--- src/verilog/clk_ctrl_consts.svh ---
// constants for the clock tree and wait mode control block
`ifndef CLK_CTRL_CONSTS_SVH
`define CLK_CTRL_CONSTS_SVH
`define PDIV_W        5
`define PDIV_F2_BIT   0
`define PDIV_F4_BIT   1
`define PDIV_F8_BIT   2
`define PDIV_F32_BIT  4
`define CDIV_W        4
`define CDIV_1        4'h0
`define CDIV_2        4'h1
`define CDIV_4        4'h3
`define CDIV_8        4'h7
`define CDIV_16       4'hF
`define SEL_D1        2'h0
`define SEL_D2        2'h1
`define SEL_D4        2'h2
`define SEL_D16       2'h3
`define HSDIV_W       3
`define HSDIV_MIN     4'h2
`define D128_HALF     6'h3F
`define WAKE_CTRL_RST 1'h0
`define WAKE_SEL_RST  2'h0
`endif

--- src/verilog/clk_ctrl_pkg.sv ---
// shared types for the clock tree and wait mode control block
package clk_ctrl_pkg;
  typedef enum logic [1:0] {
    run_st  = 2'b00,
    wait_st = 2'b01
  } power_state_type;
endpackage

--- src/verilog/clk_div_n.sv ---
// enabled divider making a one-cycle tick every ratio cycles of its source tick
module clk_div_n (
  // clock and reset
  input  wire logic       clock,
  input  wire logic       sys_rst,
  // source tick and ratio minus one
  input  wire logic       src_tick,
  input  wire logic [5:0] ratio_m1,
  // divided tick
  output logic            out_tick
);
  logic [5:0] cnt_q;
  // count source ticks, ratio compared on every source tick so a change can cut the current period short
  always_ff @(posedge clock or posedge sys_rst)
  begin
    if (sys_rst)
    begin
      cnt_q    <= 6'h00;
      out_tick <= 1'b0;
    end
    else
    begin
      out_tick <= 1'b0;
      if (src_tick)
      begin
        if (cnt_q >= ratio_m1)
        begin
          cnt_q    <= 6'h00;
          out_tick <= 1'b1;
        end
        else
          cnt_q <= cnt_q + 6'h01;
      end
    end
  end
endmodule

--- src/verilog/clock_tree_and_wait_mode_control.sv ---
// clock tree, cpu divider and wait mode control
`include "clk_ctrl_consts.svh"
module clock_tree_and_wait_mode_control (
  // clock and reset
  input  wire logic       clock,
  input  wire logic       sys_rst,
  // oscillator source levels from pins, made one clock wide by edge detection after sync
  input  wire logic       xin_tick,
  input  wire logic       hs_osc_tick,
  input  wire logic       ls_osc_tick,
  input  wire logic       wdt_osc_tick,
  // source control bits
  input  wire logic       sysclk_osc_sel,
  input  wire logic       xin_pin_func,
  input  wire logic       xin_stop,
  input  wire logic       osc_select,
  input  wire logic       hs_osc_on,
  input  wire logic       ls_osc_stop,
  input  wire logic [2:0] hs_osc_div,
  input  wire logic       div128_src_sel,
  input  wire logic       wdt_src_protect,
  // cpu divider control
  input  wire logic [1:0] cpu_div_sel,
  input  wire logic       cpu_div8_sel,
  input  wire logic       div_sel_wr,
  input  wire logic       wake_div_ctrl,
  input  wire logic [1:0] wake_div_sel,
  // wait mode control
  input  wire logic       periph_clk_wait_stop,
  input  wire logic       osc_stop_irq_en,
  input  wire logic       wait_entry,
  input  wire logic       halt_instruction,
  input  wire logic       periph_irq,
  // generated clock ticks
  output logic            cpu_clk_en,
  output logic [4:0]      periph_clk_en,
  output logic            onchip_periph_clk,
  output logic            hs_osc_full_clk,
  output logic            hs_osc_div_clk,
  output logic            ls_osc_clk,
  output logic            div128_clk,
  output logic            wdt_osc_clk,
  // status
  output logic            wait_active,
  output logic [1:0]      cpu_div_sel_q,
  output logic            cpu_div8_sel_q,
  output logic            xin_mode_active
);
  // synchronised oscillator edges
  logic xin_s, hs_s, ls_s, wdt_s;
  logic xin_p_q, hs_p_q, ls_p_q, wdt_p_q;
  logic xin_t, hs_t, ls_t, wdt_t;
  sync2 u_sync_xin (
    .clock  (clock),
    .sys_rst(sys_rst),
    .din    (xin_tick),
    .dout   (xin_s)
  );
  sync2 u_sync_hs (
    .clock  (clock),
    .sys_rst(sys_rst),
    .din    (hs_osc_tick),
    .dout   (hs_s)
  );
  sync2 u_sync_ls (
    .clock  (clock),
    .sys_rst(sys_rst),
    .din    (ls_osc_tick),
    .dout   (ls_s)
  );
  sync2 u_sync_wdt (
    .clock  (clock),
    .sys_rst(sys_rst),
    .din    (wdt_osc_tick),
    .dout   (wdt_s)
  );

  // rising edge detection on synchronised levels
  always_ff @(posedge clock or posedge sys_rst)
  begin
    if (sys_rst)
    begin
      xin_p_q <= 1'b0;
      hs_p_q  <= 1'b0;
      ls_p_q  <= 1'b0;
      wdt_p_q <= 1'b0;
    end
    else
    begin
      xin_p_q <= xin_s;
      hs_p_q  <= hs_s;
      ls_p_q  <= ls_s;
      wdt_p_q <= wdt_s;
    end
  end
  assign xin_t = xin_s & ~xin_p_q;
  assign hs_t  = hs_s & ~hs_p_q & hs_osc_on;
  assign ls_t  = ls_s & ~ls_p_q & ~ls_osc_stop;
  assign wdt_t = wdt_s & ~wdt_p_q;

  // high-speed divided clock, ratio 2..9
  logic       hs_div_t;
  logic [5:0] hs_ratio_m1;
  assign hs_ratio_m1 = {2'h0, 4'({1'b0, hs_osc_div} + `HSDIV_MIN - 4'h1)};
  clk_div_n u_hs_div (
    .clock   (clock),
    .sys_rst (sys_rst),
    .src_tick(hs_t),
    .ratio_m1(hs_ratio_m1),
    .out_tick(hs_div_t)
  );

  // divide by 128 from low-speed or divided high-speed source
  logic       d128_src;
  logic       d128_t;
  assign d128_src = div128_src_sel ? hs_div_t : ls_t;

  // halve the source first: the 6-bit divider alone reaches only 64
  logic       d128_half_q;
  logic       d128_pre;
  always_ff @(posedge clock or posedge sys_rst)
  begin
    if (sys_rst)
      d128_half_q <= 1'b0;
    else if (d128_src)
      d128_half_q <= ~d128_half_q;
  end
  assign d128_pre = d128_src & d128_half_q;
  clk_div_n u_d128 (
    .clock   (clock),
    .sys_rst (sys_rst),
    .src_tick(d128_pre),
    .ratio_m1(`D128_HALF),
    .out_tick(d128_t)
  );

  // system source select
  logic xin_mode, hs_mode, sys_t, onchip_t;
  assign xin_mode = ~sysclk_osc_sel & xin_pin_func & ~xin_stop;
  assign hs_mode  = sysclk_osc_sel & hs_osc_on & osc_select;
  assign onchip_t = osc_select ? hs_div_t : ls_t;
  always_comb
  begin
    if (xin_mode)
      sys_t = xin_t;
    else if (hs_mode)
      sys_t = hs_div_t;
    else if (sysclk_osc_sel && !osc_select)
      sys_t = ls_t;
    else
      sys_t = 1'b0;
  end

  // wait state machine
  clk_ctrl_pkg::power_state_type state_q, state_d;
  always_comb
  begin
    state_d = state_q;
    case (state_q)
      clk_ctrl_pkg::run_st:
        if (wait_entry || halt_instruction)
          state_d = clk_ctrl_pkg::wait_st;
      clk_ctrl_pkg::wait_st:
        if (periph_irq)
          state_d = clk_ctrl_pkg::run_st;
      default:
        state_d = clk_ctrl_pkg::run_st;
    endcase
  end
  always_ff @(posedge clock or posedge sys_rst)
  begin
    if (sys_rst)
      state_q <= clk_ctrl_pkg::run_st;
    else
      state_q <= state_d;
  end

  // cpu clock kept in wait if oscillation stop interrupt was enabled at entry
  logic keep_cpu_q;
  always_ff @(posedge clock or posedge sys_rst)
  begin
    if (sys_rst)
      keep_cpu_q <= 1'b0;
    else if (state_q == clk_ctrl_pkg::run_st && state_d == clk_ctrl_pkg::wait_st)
      keep_cpu_q <= osc_stop_irq_en;
  end

  // divider select bits, software written or taken from wake settings
  logic wake_load;
  assign wake_load = (state_q == clk_ctrl_pkg::wait_st) && periph_irq;
  always_ff @(posedge clock or posedge sys_rst)
  begin
    if (sys_rst)
    begin
      cpu_div_sel_q  <= `SEL_D1;
      cpu_div8_sel_q <= 1'b0;
    end
    else if (wake_load)
    begin
      cpu_div_sel_q  <= wake_div_sel;
      cpu_div8_sel_q <= wake_div_ctrl;
    end
    else if (div_sel_wr)
    begin
      cpu_div_sel_q  <= cpu_div_sel;
      cpu_div8_sel_q <= cpu_div8_sel;
    end
  end

  // cpu divide ratio minus one
  logic [`CDIV_W-1:0] cdiv_m1;
  always_comb
  begin
    if (cpu_div8_sel_q)
      cdiv_m1 = `CDIV_8;
    else if (cpu_div_sel_q == `SEL_D1)
      cdiv_m1 = `CDIV_1;
    else if (cpu_div_sel_q == `SEL_D2)
      cdiv_m1 = `CDIV_2;
    else if (cpu_div_sel_q == `SEL_D4)
      cdiv_m1 = `CDIV_4;
    else
      cdiv_m1 = `CDIV_16;
  end

  // cpu divider; ratio compared on every source tick, not held until wrap
  logic [`CDIV_W-1:0] ccnt_q;
  logic               cpu_t;
  always_ff @(posedge clock or posedge sys_rst)
  begin
    if (sys_rst)
      ccnt_q <= 4'h0;
    else if (sys_t)
      ccnt_q <= (ccnt_q >= cdiv_m1) ? 4'h0 : ccnt_q + 4'h1;
  end
  assign cpu_t = sys_t && (ccnt_q >= cdiv_m1);

  // peripheral dividers 2, 4, 8, 32 from a free counter
  logic [`PDIV_W-1:0] pcnt_q;
  logic [`PDIV_W-1:0] pdiv_t;
  always_ff @(posedge clock or posedge sys_rst)
  begin
    if (sys_rst)
      pcnt_q <= 5'h00;
    else if (sys_t)
      pcnt_q <= pcnt_q + 5'h01;
  end
  assign pdiv_t[0] = sys_t;
  assign pdiv_t[1] = sys_t & (&pcnt_q[`PDIV_F2_BIT:0]);
  assign pdiv_t[2] = sys_t & (&pcnt_q[`PDIV_F4_BIT:0]);
  assign pdiv_t[3] = sys_t & (&pcnt_q[`PDIV_F8_BIT:0]);
  assign pdiv_t[4] = sys_t & (&pcnt_q[`PDIV_F32_BIT:0]);

  // gating terms
  logic in_wait, periph_gate, cpu_gate;
  assign in_wait     = (state_q == clk_ctrl_pkg::wait_st);
  assign periph_gate = in_wait & periph_clk_wait_stop;
  assign cpu_gate    = in_wait & ~keep_cpu_q;

  // registered outputs, whole ticks only so no runt appears
  // glitch free gating
  always_ff @(posedge clock or posedge sys_rst)
  begin
    if (sys_rst)
    begin
      cpu_clk_en    <= 1'b0;
      periph_clk_en <= 5'h00;
    end
    else
    begin
      cpu_clk_en    <= cpu_t & ~cpu_gate;
      periph_clk_en <= pdiv_t & {`PDIV_W{~periph_gate}};
    end
  end

  // oscillator derived outputs, never gated by wait
  // runs in wait
  always_ff @(posedge clock or posedge sys_rst)
  begin
    if (sys_rst)
    begin
      onchip_periph_clk <= 1'b0;
      hs_osc_full_clk   <= 1'b0;
      hs_osc_div_clk    <= 1'b0;
      ls_osc_clk        <= 1'b0;
      div128_clk        <= 1'b0;
      wdt_osc_clk       <= 1'b0;
      wait_active       <= 1'b0;
      xin_mode_active   <= 1'b0;
    end
    else
    begin
      onchip_periph_clk <= onchip_t;
      hs_osc_full_clk   <= hs_t;
      hs_osc_div_clk    <= hs_div_t;
      ls_osc_clk        <= ls_t;
      div128_clk        <= d128_t;
      wdt_osc_clk       <= wdt_t & wdt_src_protect;
      wait_active       <= in_wait;
      xin_mode_active   <= xin_mode;
    end
  end
endmodule

--- src/verilog/sync2.sv ---
// two flip-flop synchroniser for one level
module sync2 (
  // clock and reset
  input  wire logic clock,
  input  wire logic sys_rst,
  // level in and out
  input  wire logic din,
  output logic      dout
);
  logic meta_q;
  // first stage feeds only the second
  always_ff @(posedge clock or posedge sys_rst)
  begin
    if (sys_rst)
    begin
      meta_q <= 1'b0;
      dout   <= 1'b0;
    end
    else
    begin
      meta_q <= din;
      dout   <= meta_q;
    end
  end
endmodule
--- config.mk ---
export PLATFORM = sky130hd
export DESIGN_NAME = clock_tree_and_wait_mode_control
export DESIGN_NICKNAME = d
export VERILOG_FILES = /design/src/verilog/clk_ctrl_pkg.sv /design/src/verilog/clk_div_n.sv /design/src/verilog/clock_tree_and_wait_mode_control.sv /design/src/verilog/sync2.sv
export VERILOG_INCLUDE_DIRS = /design/src /design/src/verilog
export SDC_FILE = /design/constraint.sdc
export NUM_CORES = 1
export LEC_CHECK = 0
export BUFFER_PORTS_ARGS = -buffer_cell sky130_fd_sc_hd__buf_2
export CAP_MARGIN = 15
export CORE_ASPECT_RATIO = 2
export CORE_UTILIZATION = 30
export DETAILED_ROUTE_END_ITERATION = 16
export GPL_ROUTABILITY_DRIVEN = 1
export SLEW_MARGIN = 20
export SYNTH_ARGS = -nofsm -noshare
export SYNTH_HDL_FRONTEND = slang
export SYNTH_SLANG_ARGS = --single-unit
--- constraint.sdc ---
create_clock -name clock -period 2.1 [get_ports clock]
set_input_delay 0.105 -clock clock [delete_from_list [all_inputs] [get_ports clock]]
set_output_delay 0.105 -clock clock [all_outputs]
set_load 0.01 [all_outputs]
* Yosys cells after proc, flatten, opt, wreduce, memory -nomap -nowiden *
Cells that the tools add are included.
W data, S select, Z words.

word-level totals
  register bits after elaboration = 56
  logic and storage cells = 112
  output and inout port bits = 17
  input port bits = 29

operators by class
  add/sub/neg operators = 6
  eq/ne operators = 4
  reduce and logical (&&, ||, !) cells = 12
  bitwise operators = 31
  $lt $le $gt $ge = 3
  mux-type cells = 23

operators with widths
  operator               number
  $mux W4                5
  $and A1 B1 Y1          19
  $add A6 B1 Y6 const B  2
  $mux W6                2
  $mux W1                11
  $not A1 Y1             11
  $mux W2                4
  $eq A2 B1 Y1 const B   3
  $ge A6 B4 Y1           1
  $ge A6 B6 Y1 const B   1
  $add A5 B1 Y5 const B  1
  $and A5 B5 Y5          1
  $reduce_and A5 Y1      1
  $add A3 B2 Y4 const B  1
  $add A4 B1 Y4 const B  1
  $ge A4 B4 Y1           1
  $logic_and A1 B1 Y1    4
  $logic_not A2 Y1       2
  $pmux W2 S2            1
  $sub A4 B1 Y4 const B  1
  $reduce_and A3 Y1      1
  $eq A2 B2 Y1 const B   1
  $reduce_and A2 Y1      1
  $reduce_bool A2 Y1     1
  other kinds (2)        2

* Longest topological paths before layout *
Gate-level depths: netlist (run 1).

  word-level depth = 8
  mapped depth = 6
  depth with buffers taken out = 6

* Cells and area by module *
From an unflattened synthesis (run 1), not the netlist that was laid out.

unflattened totals
  cells, all modules = 243
  area, all modules = 2824.0 µm²

by module, submodules not included
  module                            instances  cells an instance  area each (µm²)  sequential area each (µm²)
  clock_tree_and_wait_mode_control  1          123                1560.2           850.8
  clk_div_n                         2          54                 524.3            175.2
  sync2                             4          3                  53.8             50.0

* Worst setup path after synthesis (run 1) *
No wires, ideal clock.

  path kind = register to register
  start = register cpu_div8_sel_q
  end = register cpu_clk_en
  setup time = 0.120 ns
  stages on the path, launching flop included = 7
  data arrival time = 1.931 ns
  data required time = 1.980 ns
  buffers on the path = 0
  setup slack = 0.050 ns
  period minus slack after synthesis = 2.050 ns
  path through = dfrtp_1 -> or3_1 -> ha_1 -> nand2b_1 -> a2111oi_4 -> nor2_1 -> and3_1

between the ends
  longest elaborated chain between the ends = 4

ends and longest elaborated chain
  item                    line                                     RTL
  start, declared         clock_tree_and_wait_mode_control.sv:46   output logic cpu_div8_sel_q,
  start signal, assigned  clock_tree_and_wait_mode_control.sv:201  cpu_div8_sel_q <= wake_div_ctrl;
  start signal, assigned  clock_tree_and_wait_mode_control.sv:206  cpu_div8_sel_q <= cpu_div8_sel;
  $mux W4                 clock_tree_and_wait_mode_control.sv:214  if (cpu_div8_sel_q)
  $ge A4 B4 Y1            clock_tree_and_wait_mode_control.sv:236  assign cpu_t = sys_t && (ccnt_q >= cdiv_m1);
  $logic_and A1 B1 Y1     clock_tree_and_wait_mode_control.sv:236
  $and A1 B1 Y1           clock_tree_and_wait_mode_control.sv:271  cpu_clk_en <= cpu_t & ~cpu_gate;
  end signal, assigned    clock_tree_and_wait_mode_control.sv:271
  end, declared           clock_tree_and_wait_mode_control.sv:35   output logic cpu_clk_en,

Every way passes these cells.
A chain may end at the register's enable or synchronous reset.

* Final worst setup path (run 1) *
  start = register cpu_div8_sel_q
  end = register ccnt_q[2]

between the ends
  longest elaborated chain between the ends = 3

ends and longest elaborated chain
  item                  line                                     RTL
  $mux W4               clock_tree_and_wait_mode_control.sv:214
  $ge A4 B4 Y1          clock_tree_and_wait_mode_control.sv:234  ccnt_q <= (ccnt_q >= cdiv_m1) ? 4'h0 : ccnt_q + 4'h1;
  $mux W4               clock_tree_and_wait_mode_control.sv:234
  end signal, assigned  clock_tree_and_wait_mode_control.sv:234
  end, declared         clock_tree_and_wait_mode_control.sv:227  logic [`CDIV_W-1:0] ccnt_q;

Every way passes these cells.

==> results of run 1 <==
state kept, by name, summed over array words and instances, names as in the netlist, 2 cells and up:
register	cells
u_hs_div.cnt_q	6
ccnt_q	4
u_d128.cnt_q	6
state_q	2
periph_clk_en	5
pcnt_q	5
cpu_div_sel_q	2
stage by stage:
stage | total power, W | utilization (%)
CTS | 0.00319 | 39.1
global placement | 0.00209 | 36.0
global route | 0.00335 | 39.2
floorplan | 0.00189 | -
finish | 0.00317 | 39.2
detailed placement | 0.00212 | 36.0
worst paths after layout:
path,from,end,slack (ns),cells after the start
min in group asynchronous,sys_rst,u_sync_wdt.dout,0.44,3
worst min-delay path,periph_irq,state_q[0],0.01,2
worst max register to register,cpu_div8_sel_q,ccnt_q[2],0.13,7
max in group asynchronous,sys_rst,periph_clk_en[1],1.01,4
worst min register to register,u_sync_hs.meta_q,u_sync_hs.dout,0.35,0
worst max-delay path,cpu_div8_sel_q,ccnt_q[2],0.13,7
cell usage after synthesis, drive strengths merged (2+ instances only):
library cell	n	area share [%]
xor2	3	1.1
nor4b	2	1.9
and2	6	1.5
mux2	4	2.3
nor2	11	1.7
or3	2	0.50
nand3	12	2.4
a21oi	11	2.4
inv	8	1.2
a211oi	2	0.60
o221ai	3	1.1
nand2	14	2.4
a41oi	3	1.1
nor2b	2	0.50
and3	4	1.1
mux2i	3	1.2
ha	15	7.5
nor3	4	0.80
dfrtp	56	56
a21o	2	0.65
nor3b	2	1.1
nand3b	3	1.4
o21a	2	0.70
xnor2	4	1.4
o21ai	10	2.6
nand2b	3	0.75
routing by layer:
layer	track usage [%]	vias up	part of all wire (%)
li1	-	841	-
met1	12.0	841	38
met2	22.4	42	56
met3	2.26	7	3.3
met4	7.88	0	2.4
met5	0	-	0
area by class of cell:
class                   count  area (µm²)  share of cell area, %
repair buffers             57         330                   10.5
well taps                  96         120                   3.83
flip-flops and latches     56        1400                   44.7
clock buffers               5         125                   3.99
inverters                   8        30.0                  0.958
multi-input cells         137        1070                   34.1
clock inverters             2        60.1                   1.92
power groups by stage:
stage	Combinational [W]	Sequential (W)	Clock [W]
floorplan	0.000487	0.00140	0
global placement	0.000661	0.00143	0
detailed placement	0.000691	0.00143	0
CTS	0.000703	0.00142	0.00107
global route	0.000814	0.00145	0.00109
finish	0.000714	0.00141	0.00104
kinds of logic (layout without fill, tap and decap cells):
group | Yosys count | in the layout | share of synthesized area [%]
other | 1 | 1 | 0.150
AO/OA/AOI/OAI | 38 | 38 | 11.8
XOR/XNOR | 7 | 7 | 2.46
buffers and inverters | 8 | 72 | 1.20
multiplexers | 7 | 7 | 3.46
AND/OR/NAND/NOR | 69 | 69 | 17.1
flip-flops | 56 | 56 | 56.2
adder cells (fa/ha/maj) | 15 | 15 | 7.53
worst reg2reg max path, cell delays in order, from the launching register on:
cell and delay, ns:
dfrtp_1 0.37, or3_1 0.38, ha_1 0.28, nand2b_4 0.15
a2111oi_4 0.30, buf_4 0.19, o221ai_1 0.12, nand3_1 0.11
repair_timing:
item                                   in CTS  in global routing
endpoints found under the hold margin      33                  0
gates resized for setup                     0                  1
hold buffers                                6                  0
setup endpoints to repair                   0                  3
==> results.txt, run 1 <==
status - complete, no violations
commonest non-fill, non-tap cell in the layout - dfrtp_1
Core Footprint - 0.00800 mm²
WP data required - 2.32 ns
worst setup margin - 0.128 ns
Routed Wire Length - 4.66 mm
CP Capture Type - register
hold slack final - 0.0107 ns
Cell Area, Placed - 0.00288 mm²
actual slew at the worst max-slew pin - 0.629 ns
final setup vio count - 0
Clock power frac - 32.8%
die height - 131 µm
synth warn - 0
Routed Antenna Nets - 0
sequential-to-total area share from yosys stat - 56.2%
setup TNS - 0 ns
most frequent cells in the layout - 56 x dfrtp_1, 45 x buf_2, 15 x ha_1
largest net degree at the start of global routing - 31
critical path class - reg2reg
Internal Power - 0.00227 W
via count - 1731
Post-synth ARST share - 100%
Post-Syn Instances - 201
WL per Instance - 12.9 µm
Reg clk slew, reported paths - 0.07 ns
Max Cap Violations - 0
Final min period - 1.97 ns
PwrDens - 1010 mW/mm²
number of nets in the layout - 309
CTS root buf - clkbuf_16
FP Rows - 46
sequential share of power - 44.6%
Buffers & Inverters on Critical Path - 1
FMAX - 0.507 GHz
GRT Total Usage - 12.2%
fin area - 0.00314 mm²
syn_nets - 245
First-pass DRT Iterations - 4
die width - 66.5 µm
Post-CTS Setup Inserts - 0
Mapped Avg Cell Area - 12.4 µm²
vias per inst - 4.80
worst skew pair latency - 0.29 ns
detailed-route DRC error count - 0
VDD IR max - 437 µV
Detail Placement HPWL - 3.58 mm
die area - 0.00870 mm²
H-tree Lvls - 2
initial antenna violation count - 0
Slowest-stage cell, CP - or3_1
flops & latches, synth - 56
Combinational Power Share - 22.5%
DRT iter0 DRCs - 55
gpl congestion - 0.761
RSZ-0062 raised after global routing - no
worst min path class - in2reg
clock skew - 0.00468 ns
grt ovf - 0
first-pass GRT wire length - 7.74 mm
Longest Clk Path Bufs - 2
I/O pins - 46
final period utilization - 93.9%
total clock buffers created by CTS - 5
net switching component of the power - 0.000896 W
layout cell share with drive strength beyond 1 - 29.8%
non-filler cells, final - 361
static leakage - 1.58 nW
clk sinks - 56
ys flop type - dfrtp_1
Area growth, synth to finish - 25.8%
Hold Fails Final Rpt - 0
Place WS - 0.0489 ns
crit path max fanout - 5
Diodes inserted - 0
IO Port Bufs - 45
number of global-route vias before repair - 1780
Initial Util - 31.2%
Mapped Area - 0.00249 mm²
Yosys cell types - 47
crit path DAT - 2.19 ns
CTS tree - built
Final Max Slew Viols - 0
crit path cell chain - or3_1, ha_1, nand2b_4, a2111oi_4, buf_4, o221ai_1, nand3_1
cell count after placement - 348
Fillers - 759
CP delay by family, top - simple AND/OR/NAND/NOR gates
CP Launch Type - register
CP peak stage delay - 0.38 ns
number of synthesized flops with an enable pin - 0
switching share of power - 28.3%
worst rel slew slack - 58.0%
Note: power is estimated with default switching activity, not from simulation.
==> run 2: changes to the inputs <==
--- a/config.mk
+++ b/config.mk
@@ -6,9 +6,11 @@
 export SDC_FILE = /design/constraint.sdc
 export NUM_CORES = 1
 export LEC_CHECK = 0
+export ABC_CLOCK_PERIOD_IN_PS = 2100
 export BUFFER_PORTS_ARGS = -buffer_cell sky130_fd_sc_hd__buf_2
 export CAP_MARGIN = 15
 export CORE_ASPECT_RATIO = 2
+export CORE_MARGIN = 3
 export CORE_UTILIZATION = 30
 export DETAILED_ROUTE_END_ITERATION = 16
 export GPL_ROUTABILITY_DRIVEN = 1
==> results.txt, run 2 (same netlist as run 1, synthesis figures left out) <==
crit path DAT - 2.19 ns (about the same)
initial antenna violation count - 0 (unchanged)
GRT Total Usage - 10.3% (-1.9 points)
Fillers - 775 (+2.1%)
VDD IR max - 603 µV (+38%)
layout cell share with drive strength beyond 1 - 29.8% (unchanged)
Routed Antenna Nets - 0 (unchanged)
actual slew at the worst max-slew pin - 0.693 ns (+0.0639 ns)
Buffers & Inverters on Critical Path - 1 (unchanged)
Reg clk slew, reported paths - 0.07 ns (about the same)
CP Capture Type - register
crit path cell chain - or3_1, ha_1, nand2b_4, a2111oi_4, buf_4, o221ai_1, nand3_1
CTS root buf - clkbuf_16
Area growth, synth to finish - 24.2%
worst min path class - in2async
Cell Area, Placed - 0.00288 mm² (-0.26%)
WL per Instance - 12.5 µm (-3.5%)
RSZ-0062 raised after global routing - no
hold slack final - -0.0195 ns (-0.0301 ns)
worst rel slew slack - 53.8% (-4.2 points)
commonest non-fill, non-tap cell in the layout - dfrtp_1
grt ovf - 0 (unchanged)
FMAX - 0.512 GHz (+1.0%)
Core Footprint - 0.00800 mm² (unchanged)
Initial Util - 31.2% (unchanged)
Final min period - 1.95 ns (-0.0205 ns)
status - finished, violations left
Hold Fails Final Rpt - 15 (+15)
die area - 0.00950 mm² (+9.3%)
H-tree Lvls - 2 (unchanged)
setup TNS - 0 ns (unchanged)
static leakage - 1.56 nW (-1.1%)
Longest Clk Path Bufs - 2 (unchanged)
final setup vio count - 0 (unchanged)
footprint of the multi-input gates - 0.00107 mm² (unchanged)
crit path max fanout - 5 (unchanged)
clock skew - 0.00659 ns (+0.00191 ns)
CP peak stage delay - 0.38 ns (about the same)
Diodes inserted - 0 (unchanged)
via count - 1698 (-1.9%)
Final Max Slew Viols - 0 (unchanged)
WP data required - 2.34 ns (+0.02 ns)
first-pass GRT wire length - 7.79 mm (+0.63%)
Sequential cell area - 0.00140 mm² (unchanged)
Max Cap Violations - 0 (unchanged)
DRT iter0 DRCs - 33 (-40%)
Slowest-stage cell, CP - or3_1
number of global-route vias before repair - 1758 (-1.2%)
IO Port Bufs - 45 (unchanged)
worst skew pair latency - 0.30 ns (about the same)
die width - 70.5 µm (+6.0%)
gpl congestion - 0.784 (+3.1%)
violated checks - negative hold slack
CTS tree - built
die height - 135 µm (+3.1%)
Routed Wire Length - 4.50 mm (-3.5%)
total clock buffers created by CTS - 5 (unchanged)
PwrDens - 961 mW/mm² (-4.9%)
Post-CTS Setup Inserts - 0 (unchanged)
FP Rows - 46 (unchanged)
Detail Placement HPWL - 3.42 mm (-4.4%)
critical path class - reg2reg
fin area - 0.00310 mm² (-1.3%)
number of nets in the layout - 308 (-0.32%)
CP Launch Type - register
I/O pins - 46 (unchanged)
biggest regs - u_d128.cnt_q x6, u_hs_div.cnt_q x6
detailed-route DRC error count - 0 (unchanged)
vias per inst - 4.70 (-1.9%)
clk sinks - 56 (unchanged)
final period utilization - 92.9% (-0.98 points)
most frequent cells in the layout - 56 x dfrtp_1, 45 x buf_2, 15 x ha_1
First-pass DRT Iterations - 4 (unchanged)
largest net degree at the start of global routing - 57 (+84%)
CP delay by family, top - simple AND/OR/NAND/NOR gates
==> run 2: what timing repair did <==
action | CTS | global route
hold buffers | 6 | 0
endpoints found under the setup margin | 0 | 3
hold endpoints to repair | 6 | 0
gates resized for setup | 0 | 1
==> run 2: final cells by class <==
type,count,area share [%]
Sequential cell,56,45.3
Multi-Input combinational cell,137,34.5
Timing Repair Buffer,56,10.4
Clock buffer,6,4.49
Tap cell,96,3.88
Inverter,8,0.970
Clock inverter,2,0.445
==> run 2: per-stage QoR <==
step,total power [W],utilization [%],hold WS [ns],setup slack [ns],cells
after global placement,0.00208,35.9,0.213,0.112,347
final,0.00297,38.7,-0.0195,0.148,361
after floorplan,0.00189,-,0.136,0.0498,201
after global routing,0.00320,38.7,0.0228,0.00893,361
after CTS,0.00300,38.6,0.0147,0.0568,361
after detailed placement,0.00211,35.9,0.214,0.0872,347
==> run 2: worst paths after layout <==
kind / startpoint / to / slack [ns] / depth (start not counted)
max in group asynchronous: sys_rst / ls_p_q / 1.64 / 3
max reg2reg: cpu_div8_sel_q / ccnt_q[3] / 0.15 / 7
min reg2reg: u_d128.out_tick / div128_clk / 0.35 / 0
min in group clock: wdt_src_protect / wdt_osc_clk / 0.02 / 3
min: sys_rst / u_sync_wdt.dout / -0.02 / 3
max: cpu_div8_sel_q / ccnt_q[3] / 0.15 / 7
==> run 2: layer usage <==
| metal | vias to the layer above | GRT usage (%) | part of all wire [%] |
|---|---|---|---|
| met3 | 6 | 2.24 | 3.6 |
| met2 | 34 | 18.9 | 54 |
| met5 | - | 0 | 0 |
| li1 | 839 | - | - |
| met4 | 0 | 5.12 | 2.4 |
| met1 | 819 | 10.8 | 40 |
==> run 2: worst reg2reg max path, stage by stage (launching register included) <==
cell	delay [ns]
dfrtp_1	0.37
or3_1	0.38
ha_1	0.28
nand2b_4	0.15
a2111oi_4	0.30
buf_4	0.19
o221ai_1	0.12
nand3_1	0.11
==> run 2: where the power goes <==
part,switching [W],leakage (nW),total [W],internal (W)
sequential,0.000164,0.707,0.00141,0.00124
clock,0.000384,0.0772,0.000861,0.000478
combinational,0.000355,0.780,0.000705,0.000350
